<file path="config.mk">
export PLATFORM = sky130hd
export DESIGN_NAME = dls_limit_sort
export DESIGN_NICKNAME = d
export VERILOG_FILES = /design/src/dls_pkg.sv /design/src/dls_timer_if.sv /design/src/dls_pulse_timer.sv /design/src/dls_limit_sort.sv
export VERILOG_INCLUDE_DIRS = /design/src
export SDC_FILE = /design/constraint.sdc
export NUM_CORES = 1
export LEC_CHECK = 0
export BUFFER_PORTS_ARGS = -buffer_cell sky130_fd_sc_hd__buf_2
export CORE_MARGIN = 2
export CORE_UTILIZATION = 55
export CTS_CLUSTER_DIAMETER = 150
export CTS_CLUSTER_SIZE = 8
export DETAILED_ROUTE_END_ITERATION = 10
export GPL_TIMING_DRIVEN = 0
export PLACE_DENSITY = 0.82
export SYNTH_ARGS = -nofsm -noshare
export SYNTH_HDL_FRONTEND = slang
export SYNTH_SLANG_ARGS = --single-unit
</file>
<file path="constraint.sdc">
create_clock -name clk_i -period 2.9 [get_ports clk_i]
set_clock_uncertainty 0.05 [all_clocks]
set_input_delay 0.58 -clock clk_i [delete_from_list [all_inputs] [get_ports clk_i]]
set_output_delay 0.58 -clock clk_i [all_outputs]
set_load 0.01 [all_outputs]
</file>
<file path="src/dls_params.svh">
`ifndef DLS_PARAMS_SVH
`define DLS_PARAMS_SVH

// ----------------------------------------------------------------
// Register byte offsets (one aligned 32-bit word each)
// ----------------------------------------------------------------
`define DLS_OFS_CTRL        8'h00
`define DLS_OFS_INNER_LO    8'h04
`define DLS_OFS_INNER_HI    8'h08
`define DLS_OFS_OUTER_LO    8'h0c
`define DLS_OFS_OUTER_HI    8'h10
`define DLS_OFS_PULSE_TIME  8'h14
`define DLS_OFS_RESULT      8'h18
`define DLS_OFS_CLEAR       8'h1c
`define DLS_OFS_IRQ_STATUS  8'h20
`define DLS_OFS_IRQ_MASK    8'h24
`define DLS_OFS_READING     8'h28

// ----------------------------------------------------------------
// Control register fields
// ----------------------------------------------------------------
`define DLS_CTRL_INNER_EN   0
`define DLS_CTRL_OUTER_EN   1
`define DLS_CTRL_OUT_EN     2
`define DLS_CTRL_POL_LOW    3
`define DLS_CTRL_PULSE_EN   4
`define DLS_CTRL_IN_AUTO    5
`define DLS_CTRL_OUT_AUTO   6
`define DLS_CTRL_BEEP_IN    7
`define DLS_CTRL_W          8
`define DLS_CTRL_RST        8'h60

// ----------------------------------------------------------------
// Reset values of the bounds
// ----------------------------------------------------------------
`define DLS_INNER_HI_RST    32'h0000_0001
`define DLS_INNER_LO_RST    32'hffff_ffff
`define DLS_OUTER_HI_RST    32'h0000_0002
`define DLS_OUTER_LO_RST    32'hffff_fffe

// ----------------------------------------------------------------
// Pulse timing: pulse length is held in milliseconds
// ----------------------------------------------------------------
`define DLS_PULSE_W         27
`define DLS_PULSE_MIN_MS    27'd1
`define DLS_PULSE_MAX_MS    27'd99999999
`define DLS_PULSE_RST_MS    27'd2
`define DLS_MS_IN_NS        1000000
`define DLS_CLK_PERIOD_NS   4
`define DLS_MS_TICK_CYCLES  ((`DLS_MS_IN_NS + `DLS_CLK_PERIOD_NS - 1) / `DLS_CLK_PERIOD_NS)

// ----------------------------------------------------------------
// Interrupt status bits
// ----------------------------------------------------------------
`define DLS_IRQ_READING     0
`define DLS_IRQ_INNER_FAIL  1
`define DLS_IRQ_OUTER_FAIL  2
`define DLS_IRQ_W           3

`endif

</file>
<file path="src/dls_pkg.sv">
package dls_pkg;
   // Bin assignment of the latched results
   typedef enum logic [1:0] {
      DLS_BIN_NONE,
      DLS_BIN_1,
      DLS_BIN_2,
      DLS_BIN_3
   } dls_bin_t;

   typedef logic signed [31:0] dls_reading_t;
   typedef logic [4:0]         dls_outs_t;
endpackage

</file>
<file path="src/dls_timer_if.sv">
`timescale 1ns/1ns
`include "dls_params.svh"
interface dls_timer_if;
   logic                    start;
   logic [`DLS_PULSE_W-1:0] ms_count;
   logic                    busy;
   logic                    done;

   modport ctl (output start, output ms_count, input busy, input done);
   modport tmr (input start, input ms_count, output busy, output done);
endinterface

</file>
<file path="src/dls_pulse_timer.sv">
`timescale 1ns/1ns
`include "dls_params.svh"
module dls_pulse_timer #(
   parameter int TICK_CYCLES = `DLS_MS_TICK_CYCLES
) (
   input  wire logic   clk_i,
   input  wire logic   rst_i,
   input  wire logic   ce_i,
   dls_timer_if.tmr    tif
);
   import dls_pkg::*;

   localparam int PRE_W = (TICK_CYCLES > 1) ? $clog2(TICK_CYCLES) : 1;

   logic [PRE_W-1:0]        pre;
   logic [`DLS_PULSE_W-1:0] cnt;

   // ----------------------------------------------------------------
   // Millisecond prescaler and pulse length counter
   // ----------------------------------------------------------------
   // A new start restarts the count, so back to back fails stretch the pulse
   always_ff @(posedge clk_i) begin
      if (rst_i) begin
         pre      <= '0;
         cnt      <= '0;
         tif.busy <= 1'b0;
         tif.done <= 1'b0;
      end else if (ce_i) begin
         tif.done <= 1'b0;
         if (tif.start) begin
            tif.busy <= 1'b1;
            cnt      <= tif.ms_count;
            pre      <= '0;
         end else if (tif.busy) begin
            if (pre == PRE_W'(TICK_CYCLES - 1)) begin
               pre <= '0;
               if (cnt <= `DLS_PULSE_W'(1)) begin
                  tif.busy <= 1'b0;
                  tif.done <= 1'b1;  // One-cycle end marker
               end else begin
                  cnt <= cnt - `DLS_PULSE_W'(1);
               end
            end else begin
               pre <= pre + PRE_W'(1);
            end
         end
      end
   end
endmodule // dls_pulse_timer

</file>
<file path="src/dls_limit_sort.sv">
// Added by the designer: the address map and register access over Wishbone.
`timescale 1ns/1ns
`include "dls_params.svh"
module dls_limit_sort #(
   parameter int MS_TICK_CYCLES = `DLS_MS_TICK_CYCLES
) (
   input  wire logic                clk_i,
   input  wire logic                rst_i,
   input  wire logic                ce_i,
   // Wishbone classic slave
   input  wire logic                wb_cyc_i,
   input  wire logic                wb_stb_i,
   input  wire logic                wb_we_i,
   input  wire logic [7:0]          wb_adr_i,
   input  wire logic [3:0]          wb_sel_i,
   input  wire logic [31:0]         wb_dat_i,
   output      logic [31:0]         wb_dat_o,
   output      logic                wb_ack_o,
   // Measurement side
   input  wire dls_pkg::dls_reading_t reading_i,
   input  wire logic                reading_valid_i,
   input  wire logic                idle_i,
   // Handler outputs, bit 0 is output 1
   output      dls_pkg::dls_outs_t  dout_o,
   // Beeper and message
   output      logic                beep_normal_o,
   output      logic                beep_harsh_o,
   output      logic                msg_in_o,
   output      logic                msg_one_o,
   output      logic                irq_o
);
   import dls_pkg::*;

   // ----------------------------------------------------------------
   // Registers
   // ----------------------------------------------------------------
   logic [`DLS_CTRL_W-1:0]  ctrl;
   dls_reading_t            inner_lower_bound;
   dls_reading_t            inner_upper_bound;
   dls_reading_t            outer_lower_bound;
   dls_reading_t            outer_upper_bound;
   logic [`DLS_PULSE_W-1:0] pulse_ms;
   dls_reading_t            last_reading;
   logic                    inner_fail;
   logic                    outer_fail;
   logic [3:0]              fail_detail;
   logic [`DLS_IRQ_W-1:0]   irq_status;
   logic [`DLS_IRQ_W-1:0]   irq_mask;
   dls_outs_t               act;
   logic                    idle_q;

   logic                    wr_ok;
   logic                    rd_req;
   logic [31:0]             next_rdata;
   logic                    in_lo_f;
   logic                    in_hi_f;
   logic                    out_lo_f;
   logic                    out_hi_f;
   logic                    in_f;
   logic                    out_f;
   logic                    idle_entry;
   logic                    clr_inner;
   logic                    clr_outer;
   logic                    polarity_low_true;
   dls_outs_t               next_act;
   dls_outs_t               hit;
   dls_bin_t                bin;
   logic [`DLS_IRQ_W-1:0]   irq_set;
   logic [`DLS_IRQ_W-1:0]   irq_clr;
   logic [`DLS_PULSE_W-1:0] wr_pulse;
   logic [31:0]             wr_merged;

   dls_timer_if tif ();

   dls_pulse_timer #(
      .TICK_CYCLES (MS_TICK_CYCLES)
   ) u_timer (
      .clk_i (clk_i),
      .rst_i (rst_i),
      .ce_i  (ce_i),
      .tif   (tif)
   );

   // Byte-lane merge for partial writes
   function automatic logic [31:0] merge(input logic [31:0] old_v,
                                         input logic [31:0] new_v,
                                         input logic [3:0]  sel);
      logic [31:0] r;
      r = old_v;
      for (int i = 0; i < 4; i++) begin
         if (sel[i]) begin
            r[i*8 +: 8] = new_v[i*8 +: 8];
         end
      end
      return r;
   endfunction

   // ----------------------------------------------------------------
   // Wishbone handshake
   // ----------------------------------------------------------------
   // Writes land on the edge where the master samples ack; a request held
   // past ack is acked again and writes again two cycles later
   assign rd_req = wb_cyc_i & wb_stb_i & ~wb_ack_o;
   assign wr_ok  = wb_cyc_i & wb_stb_i & wb_we_i & wb_ack_o;

   always_ff @(posedge clk_i) begin
      if (rst_i) begin
         wb_ack_o <= 1'b0;
         wb_dat_o <= 32'h0000_0000;
      end else if (ce_i) begin
         wb_ack_o <= rd_req;
         if (rd_req) begin
            wb_dat_o <= next_rdata;
         end
      end
   end

   // Read mux; unmapped offsets read as zero and still acknowledge
   always_comb begin
      next_rdata = 32'h0000_0000;
      unique case (wb_adr_i)
         `DLS_OFS_CTRL:       next_rdata[`DLS_CTRL_W-1:0] = ctrl;
         `DLS_OFS_INNER_LO:   next_rdata = inner_lower_bound;
         `DLS_OFS_INNER_HI:   next_rdata = inner_upper_bound;
         `DLS_OFS_OUTER_LO:   next_rdata = outer_lower_bound;
         `DLS_OFS_OUTER_HI:   next_rdata = outer_upper_bound;
         `DLS_OFS_PULSE_TIME: next_rdata[`DLS_PULSE_W-1:0] = pulse_ms;
         `DLS_OFS_RESULT:     next_rdata[12:0] = {act, fail_detail, bin, outer_fail, inner_fail};
         `DLS_OFS_IRQ_STATUS: next_rdata[`DLS_IRQ_W-1:0] = irq_status;
         `DLS_OFS_IRQ_MASK:   next_rdata[`DLS_IRQ_W-1:0] = irq_mask;
         `DLS_OFS_READING:    next_rdata = last_reading;
         default:             next_rdata = 32'h0000_0000;
      endcase
   end

   // ----------------------------------------------------------------
   // Configuration registers
   // ----------------------------------------------------------------
   always_ff @(posedge clk_i) begin
      if (rst_i) begin
         ctrl              <= `DLS_CTRL_RST;
         inner_lower_bound <= `DLS_INNER_LO_RST;
         inner_upper_bound <= `DLS_INNER_HI_RST;
         outer_lower_bound <= `DLS_OUTER_LO_RST;
         outer_upper_bound <= `DLS_OUTER_HI_RST;
      end else if (ce_i && wr_ok) begin
         unique case (wb_adr_i)
            `DLS_OFS_CTRL:     ctrl <= wb_sel_i[0] ? wb_dat_i[`DLS_CTRL_W-1:0] : ctrl;
            `DLS_OFS_INNER_LO: inner_lower_bound <= merge(inner_lower_bound, wb_dat_i, wb_sel_i);
            `DLS_OFS_INNER_HI: inner_upper_bound <= merge(inner_upper_bound, wb_dat_i, wb_sel_i);
            `DLS_OFS_OUTER_LO: outer_lower_bound <= merge(outer_lower_bound, wb_dat_i, wb_sel_i);
            `DLS_OFS_OUTER_HI: outer_upper_bound <= merge(outer_upper_bound, wb_dat_i, wb_sel_i);
            default: ;
         endcase
      end
   end

   // Requested pulse length after byte merge; the clamp looks at all 32
   // bits, so a large write saturates instead of wrapping to a short pulse
   assign wr_merged = merge({5'h00, pulse_ms}, wb_dat_i, wb_sel_i);
   assign wr_pulse  = wr_merged[`DLS_PULSE_W-1:0];

   // pulse range clamp
   // Out-of-range lengths are clamped rather than refused, so software
   // always reads back the length actually in use
   always_ff @(posedge clk_i) begin
      if (rst_i) begin
         pulse_ms <= `DLS_PULSE_RST_MS;
      end else if (ce_i && wr_ok && wb_adr_i == `DLS_OFS_PULSE_TIME) begin
         if (wr_merged < 32'(`DLS_PULSE_MIN_MS)) begin
            pulse_ms <= `DLS_PULSE_MIN_MS;
         end else if (wr_merged > 32'(`DLS_PULSE_MAX_MS)) begin
            pulse_ms <= `DLS_PULSE_MAX_MS;
         end else begin
            pulse_ms <= wr_pulse;
         end
      end
   end

   assign polarity_low_true = ctrl[`DLS_CTRL_POL_LOW];

   // ----------------------------------------------------------------
   // Limit comparisons
   // ----------------------------------------------------------------
   // independent pair tests
   // reaching a bound fails
   // A disabled pair never fails, so it cannot push a reading into a bin
   assign in_lo_f  = ctrl[`DLS_CTRL_INNER_EN] & (reading_i <= inner_lower_bound);
   assign in_hi_f  = ctrl[`DLS_CTRL_INNER_EN] & (reading_i >= inner_upper_bound);
   assign out_lo_f = ctrl[`DLS_CTRL_OUTER_EN] & (reading_i <= outer_lower_bound);
   assign out_hi_f = ctrl[`DLS_CTRL_OUTER_EN] & (reading_i >= outer_upper_bound);
   assign in_f     = in_lo_f | in_hi_f;
   assign out_f    = out_lo_f | out_hi_f;

   assign hit = {in_f | out_f, out_hi_f, out_lo_f, in_hi_f, in_lo_f};

   // ----------------------------------------------------------------
   // Fail latches and clearing
   // ----------------------------------------------------------------
   always_ff @(posedge clk_i) begin
      if (rst_i) begin
         idle_q <= 1'b0;
      end else if (ce_i) begin
         idle_q <= idle_i;
      end
   end

   assign idle_entry = idle_i & ~idle_q;

   assign clr_inner = (wr_ok && wb_adr_i == `DLS_OFS_CLEAR && wb_sel_i[0] && wb_dat_i[0])
                    | (ctrl[`DLS_CTRL_IN_AUTO] & idle_entry);
   assign clr_outer = (wr_ok && wb_adr_i == `DLS_OFS_CLEAR && wb_sel_i[0] && wb_dat_i[1])
                    | (ctrl[`DLS_CTRL_OUT_AUTO] & idle_entry);

   // single-cycle latch update
   // A fail in the same cycle as a clear wins; stale fails stay until cleared
   always_ff @(posedge clk_i) begin
      if (rst_i) begin
         inner_fail   <= 1'b0;
         outer_fail   <= 1'b0;
         fail_detail  <= 4'h0;
         last_reading <= 32'h0000_0000;
      end else if (ce_i) begin
         inner_fail <= (reading_valid_i & in_f) | (inner_fail & ~clr_inner);
         outer_fail <= (reading_valid_i & out_f) | (outer_fail & ~clr_outer);
         if (reading_valid_i) begin
            last_reading <= reading_i;
            fail_detail  <= hit[3:0];
         end
      end
   end

   // a stale fail carries into the bin
   always_comb begin
      if (outer_fail) begin
         bin = DLS_BIN_3;
      end else if (inner_fail) begin
         bin = DLS_BIN_2;
      end else if (ctrl[`DLS_CTRL_INNER_EN] | ctrl[`DLS_CTRL_OUTER_EN]) begin
         bin = DLS_BIN_1;
      end else begin
         bin = DLS_BIN_NONE;
      end
   end

   // ----------------------------------------------------------------
   // Handler outputs
   // ----------------------------------------------------------------
   // update only while enabled
   always_comb begin
      next_act = act;
      if (ctrl[`DLS_CTRL_OUT_EN] && reading_valid_i) begin
         next_act = hit;
      end else if (ctrl[`DLS_CTRL_PULSE_EN] && tif.done) begin
         next_act = 5'h00;
      end
   end

   assign tif.start    = ctrl[`DLS_CTRL_OUT_EN] & ctrl[`DLS_CTRL_PULSE_EN]
                       & reading_valid_i & (|hit);
   assign tif.ms_count = pulse_ms;

   // polarity applied at the pin
   // Pins come straight from a flop; the logical pattern is kept apart
   // so a polarity change flips idle pins without touching results
   always_ff @(posedge clk_i) begin
      if (rst_i) begin
         act    <= 5'h00;
         dout_o <= 5'h00;
      end else if (ce_i) begin
         act    <= next_act;
         dout_o <= next_act ^ {5{polarity_low_true}};
      end
   end

   // ----------------------------------------------------------------
   // Beeper and message
   // ----------------------------------------------------------------
   // inside-beep tones
   always_ff @(posedge clk_i) begin
      if (rst_i) begin
         beep_normal_o <= 1'b0;
         beep_harsh_o  <= 1'b0;
         msg_in_o      <= 1'b0;
         msg_one_o     <= 1'b0;
      end else if (ce_i) begin
         beep_normal_o <= 1'b0;
         beep_harsh_o  <= 1'b0;
         if (reading_valid_i) begin
            if (ctrl[`DLS_CTRL_BEEP_IN]) begin
               beep_normal_o <= ~in_f;
               beep_harsh_o  <= in_f & ~out_f;
            end
            msg_in_o  <= ~in_f & ~out_f;
            msg_one_o <= in_f & ~out_f;
         end
      end
   end

   // ----------------------------------------------------------------
   // Interrupts
   // ----------------------------------------------------------------
   assign irq_set = {reading_valid_i & out_f, reading_valid_i & in_f, reading_valid_i};
   assign irq_clr = (wr_ok && wb_adr_i == `DLS_OFS_IRQ_STATUS && wb_sel_i[0])
                  ? wb_dat_i[`DLS_IRQ_W-1:0] : '0;

   // Sticky status, write one to clear; a new event beats its clear
   always_ff @(posedge clk_i) begin
      if (rst_i) begin
         irq_status <= '0;
         irq_mask   <= '0;
         irq_o      <= 1'b0;
      end else if (ce_i) begin
         irq_status <= (irq_status & ~irq_clr) | irq_set;
         if (wr_ok && wb_adr_i == `DLS_OFS_IRQ_MASK && wb_sel_i[0]) begin
            irq_mask <= wb_dat_i[`DLS_IRQ_W-1:0];
         end
         irq_o <= |(((irq_status & ~irq_clr) | irq_set) & irq_mask);
      end
   end

endmodule // dls_limit_sort

</file>
==> PnR_summary.wiki <==
{| class="wikitable"
! Metric !! Value
|-
| Outcome || finished, violations left
|-
| Violated checks || negative setup slack
|-
| Die Span Y || 180.2 um
|-
| First-iteration detailed-routing DRC count || 2686
|-
| Number of buffers created by CTS || 43
|-
| R2r endpoint || u_timer.cnt[25]$_SDFFE_PP0P_
|-
| Relative area change from synthesis to final layout || 22.75%
|-
| Crit path capture type || flip-flop
|-
| Length in cells of the worst reg-to-reg path || 14
|-
| Fill cells || 2460
|-
| Most used flip-flop cell after synthesis || sky130_fd_sc_hd__dfxtp_1
|-
| Critical path startpoint category || flip-flop
|-
| Post-route total power || 9613 uW
|-
| Async set-reset flop share out of synthesis || 0%
|-
| Post-Synthesis Net Count || 2333
|-
| Average detailed-routed wire length per instance || 25.39 um
|-
| Maximum achievable frequency || 303.5 MHz
|-
| Global-route total usage across every layer || 40.52%
|-
| Max-slew headroom || 21.47%
|-
| Part of the Yosys area used for sequential elements || 35.51%
|-
| Actual transition at the worst max-transition pin || 1.178 ns
|-
| Clock root buffer master || sky130_fd_sc_hd__clkbuf_16
|-
| CP arrival || 3.67 ns
|-
| Setup repair after global routing missed its margin || true
|-
| Total die area || 32480 sq um
|-
| Boundary pin count || 127
|-
| Core outline area || 30590 sq um
|-
| Avg Vias per Cell || 6.742
|-
| Net switching fraction of the power || 25.58%
|-
| CP Class || reg2reg
|-
| Design internal power || 7154 uW
|-
| Layout Cell Area excl Fill || 20970 sq um
|-
| Share of total power in combinational logic || 8.4%
|-
| # H-tree levels || 2
|-
| Post-layout nets || 2559
|-
| Synthesis warning total || 0
|-
| Vias in the first global route || 17440
|-
| Die Wd || 180.2 um
|-
| Clock tree buffer depth || 3
|-
| Max-Cap Viols || 0
|-
| Worst skew pair latency || 0.54 ns
|-
| Via count || 18490
|-
| Data required time of the worst path || 3.27 ns
|-
| Worst slack on hold paths || 0.2963 ns
|-
| Register bit total from synthesis || 303
|-
| Peak supply drop || 0.4884 mV
|-
| Lkg Pwr || 0.008089 uW
|-
| Clock tree from TritonCTS || done
|-
| Max Fanout on Critical Path || 8
|-
| Dpl cells || 2633
|-
| Avg Synthesized Cell Area || 8.065 sq um
|-
| Post-detailed-placement half-perimeter wirelength || 50330 um
|-
| Count of final setup violators || 52
|-
| Number of cell rows || 64
|-
| Number of synthesized flops with an enable pin || 0
|-
| Max-slew violation total from the final report || 0
|-
| Effective utilization at floorplan || 55.84%
|-
| Detail Route Antenna Nets || 0
|-
| Worst R2R Setup Slack || -0.40 ns
|-
| Synthesized instance count || 2118
|-
| Power Density || 458.5 nW/um^2
|-
| Psw || 2459 uW
|-
| Worst setup slack after placement || -1.709 ns
|-
| Hold/Removal Path Class || in2reg
|-
| Minimum setup slack in the final design || -0.3951 ns
|-
| Part of the total power dissipated in the clock network || 47.5%
|-
| End point of the critical path || u_timer.cnt[25]$_SDFFE_PP0P_
|-
| Routability congestion estimate || 1.013
|-
| Share of final-layout standard cells stronger than drive strength 1 || 18.81%
|-
| Antenna violations before repair || 3
|-
| Pin count of the biggest net entering global routing || 11
|-
| Clk pin slew, worst setup/hold paths || 0.05 ns
|-
| # port buffers || 119
|-
| Worst setup path startpoint || outer_lower_bound[31]$_SDFFE_PP1P_
|-
| Period utilization || 113.6%
|-
| Post-synthesis cell area || 17080 sq um
|-
| Area after DPL || 18360 sq um
|-
| Part of the power in registers || 44.0%
|-
| Total count of hold-check failures in the final report || 0
|-
| Synth unique cells || 75
|-
| Shortest period the worst path allows || 3.295 ns
|-
| Post-cts hold buffer count || 0
|-
| Final std cells w/o fill || 2743
|-
| Remaining global-route overflow || 0
|-
| Final Routed Wirelength || 69640 um
|-
| DRC Markers || 0
|-
| First drt pass iteration count || 7
|-
| R2r startpoint || outer_lower_bound[31]$_SDFFE_PP1P_
|-
| Wire length of the first global-routing pass || 102300 um
|-
| Number of sinks driven by the clock tree || 303
|}
## synthesized netlist by cell type, types with 7 or more instances
library cell	number	area, sq um
sky130_fd_sc_hd__nand2_1	269	1010
sky130_fd_sc_hd__nand3_1	53	265.3
sky130_fd_sc_hd__a21boi_0	7	52.55
sky130_fd_sc_hd__nand2b_1	9	56.30
sky130_fd_sc_hd__a21oi_1	164	820.8
sky130_fd_sc_hd__o211ai_1	66	495.5
sky130_fd_sc_hd__ha_1	131	1639
sky130_fd_sc_hd__and3_1	11	68.82
sky130_fd_sc_hd__a32oi_1	7	61.31
sky130_fd_sc_hd__o21ai_0	93	465.5
sky130_fd_sc_hd__nor3_1	32	160.2
sky130_fd_sc_hd__nor2b_1	9	56.30
sky130_fd_sc_hd__nor4_1	14	87.58
sky130_fd_sc_hd__or3_1	14	87.58
sky130_fd_sc_hd__nand4_1	38	237.7
sky130_fd_sc_hd__dfxtp_1	303	6066
sky130_fd_sc_hd__inv_1	167	626.9
sky130_fd_sc_hd__and2_1	11	68.82
sky130_fd_sc_hd__a221oi_1	28	245.2
sky130_fd_sc_hd__a31oi_1	13	81.33
sky130_fd_sc_hd__mux2_2	10	112.6
sky130_fd_sc_hd__a21o_1	17	127.6
sky130_fd_sc_hd__a22oi_1	87	653.1
sky130_fd_sc_hd__mux2i_1	109	1091
sky130_fd_sc_hd__nor2_1	207	777.0
sky130_fd_sc_hd__o32ai_1	22	192.7
sky130_fd_sc_hd__a222oi_1	11	110.1
sky130_fd_sc_hd__clkbuf_1	104	390.4
## worst min path at each step
| stage | startpoint | depth (start not counted) | end | slack, ns |
|---|---|---|---|---|
| 2_1_floorplan | last_reading[11]$_SDFFE_PP0P_ | 2 | last_reading[11]$_SDFFE_PP0P_ | 0.39 |
| 3_3_place_gp | last_reading[5]$_SDFFE_PP0P_ | 2 | last_reading[5]$_SDFFE_PP0P_ | 0.39 |
| 3_5_place_dp | last_reading[25]$_SDFFE_PP0P_ | 2 | last_reading[25]$_SDFFE_PP0P_ | 0.40 |
| 4_1_cts | idle_i | 3 | idle_q$_SDFFE_PP0P_ | 0.29 |
| 5_1_grt | reading_i[0] | 3 | last_reading[0]$_SDFFE_PP0P_ | 0.31 |
| 6_report | reading_i[0] | 3 | last_reading[0]$_SDFFE_PP0P_ | 0.30 |
## worst max-delay path, cell delays in order, from the launching register on
cell and delay [ns]:
sky130_fd_sc_hd__dfxtp_1 0.34, sky130_fd_sc_hd__inv_2 0.07, sky130_fd_sc_hd__ha_4 0.24, sky130_fd_sc_hd__buf_4 0.14
sky130_fd_sc_hd__a21oi_1 0.15, sky130_fd_sc_hd__o21ai_0 0.20, sky130_fd_sc_hd__a21oi_1 0.36, sky130_fd_sc_hd__a211o_1 0.19
sky130_fd_sc_hd__o211ai_1 0.09, sky130_fd_sc_hd__buf_4 0.18, sky130_fd_sc_hd__nand3b_4 0.20, sky130_fd_sc_hd__o211ai_4 0.23
sky130_fd_sc_hd__buf_12 0.18, sky130_fd_sc_hd__mux2_4 0.31, sky130_fd_sc_hd__o221a_4 0.25
## power by group through the flow
stage,combinational [uW],clock [uW],sequential (uW)
global placement,703,0,4320
CTS,753,4510,4230
floorplan,360,0,4320
detailed placement,719,0,4320
finish,811,4570,4230
global route,853,4700,4230
## registers in the layout, summed over array words and instances, names as in the netlist, 4 cells and up
signal	flops
outer_upper_bound	32
inner_lower_bound	32
inner_upper_bound	32
pulse_ms	27
fail_detail	4
u_timer.pre	18
u_timer.cnt	27
act	5
wb_dat_o	32
outer_lower_bound	32
ctrl	8
last_reading	32
dout_o	5
## cell families after synthesis
kind of cell             synth area share, %
AO/OA/AOI/OAI                          22.37
adder cells (fa/ha/maj)                9.596
buffers and inverters                  6.395
flip-flops                             35.51
multiplexers                           7.047
AND/OR/NAND/NOR                        19.08
## repair_timing
item / in CTS / in global routing
gates cloned: 1 / 0
gates resized for setup: 133 / 102
pin swaps: 39 / 33
setup endpoints to repair: 156 / 134
buffers inserted: 41 / 22
## per-stage QoR
| step | TNS, ns | utilization, % |
|---|---|---|
| 6_report | -15.44 | 68.55 |
| 5_1_grt | -19.51 | 68.54 |
| 4_1_cts | -6.361 | 66.82 |
| 3_5_place_dp | -190.59 | 60.01 |
| 3_3_place_gp | -187.67 | 60.01 |
| 2_1_floorplan | -0.7579 | - |
## routing by layer
| layer | global-route usage (%) | share of wire (%) | wire length [um] | vias to the layer above |
|---|---|---|---|---|
| li1 | - | - | - | 8094 |
| met1 | 52.46 | 39 | 26830 | 8764 |
| met2 | 62.44 | 44 | 30500 | 1311 |
| met3 | 8.266 | 11 | 7742 | 323 |
| met4 | 24.19 | 6.6 | 4574 | 0 |
| met5 | 0 | 0 | 0 | - |
## cell usage in the layout (no fill, tap or decap), types with 10 or more instances in the layout
master,n
sky130_fd_sc_hd__dfxtp_1,270
sky130_fd_sc_hd__nand2_1,267
sky130_fd_sc_hd__nor2_1,204
sky130_fd_sc_hd__a21oi_1,155
sky130_fd_sc_hd__inv_1,146
sky130_fd_sc_hd__buf_2,120
sky130_fd_sc_hd__mux2i_1,107
sky130_fd_sc_hd__ha_1,96
sky130_fd_sc_hd__clkbuf_1,95
sky130_fd_sc_hd__o21ai_0,79
sky130_fd_sc_hd__a22oi_1,77
sky130_fd_sc_hd__o211ai_1,66
sky130_fd_sc_hd__buf_4,50
sky130_fd_sc_hd__nand3_1,49
sky130_fd_sc_hd__clkbuf_16,45
sky130_fd_sc_hd__nand4_1,38
sky130_fd_sc_hd__ha_4,35
sky130_fd_sc_hd__dfxtp_2,33
sky130_fd_sc_hd__nor3_1,29
sky130_fd_sc_hd__a221oi_1,28
sky130_fd_sc_hd__inv_2,22
sky130_fd_sc_hd__a21o_1,17
sky130_fd_sc_hd__o32ai_1,17
sky130_fd_sc_hd__or3_1,14
sky130_fd_sc_hd__buf_6,12
sky130_fd_sc_hd__a31oi_1,11
sky130_fd_sc_hd__o21ai_2,11
sky130_fd_sc_hd__and2_1,11
sky130_fd_sc_hd__and3_1,11
sky130_fd_sc_hd__a222oi_1,11
sky130_fd_sc_hd__nor4_1,10
sky130_fd_sc_hd__a22oi_2,10
## cell type report
| cell class | count | area [sq um] | area share, % |
|---|---|---|---|
| antenna | 2 | 5.005 | 0.02387 |
| buffer | 113 | 535.5 | 2.554 |
| clock buffer | 46 | 1130 | 5.388 |
| inverter | 169 | 634.4 | 3.025 |
| multi-input combinational | 1532 | 10910 | 52.01 |
| sequential | 303 | 6107 | 29.13 |
| tap | 396 | 495.5 | 2.363 |
| timing repair buffer | 182 | 1155 | 5.508 |
Power figures use the tool's default switching activity.
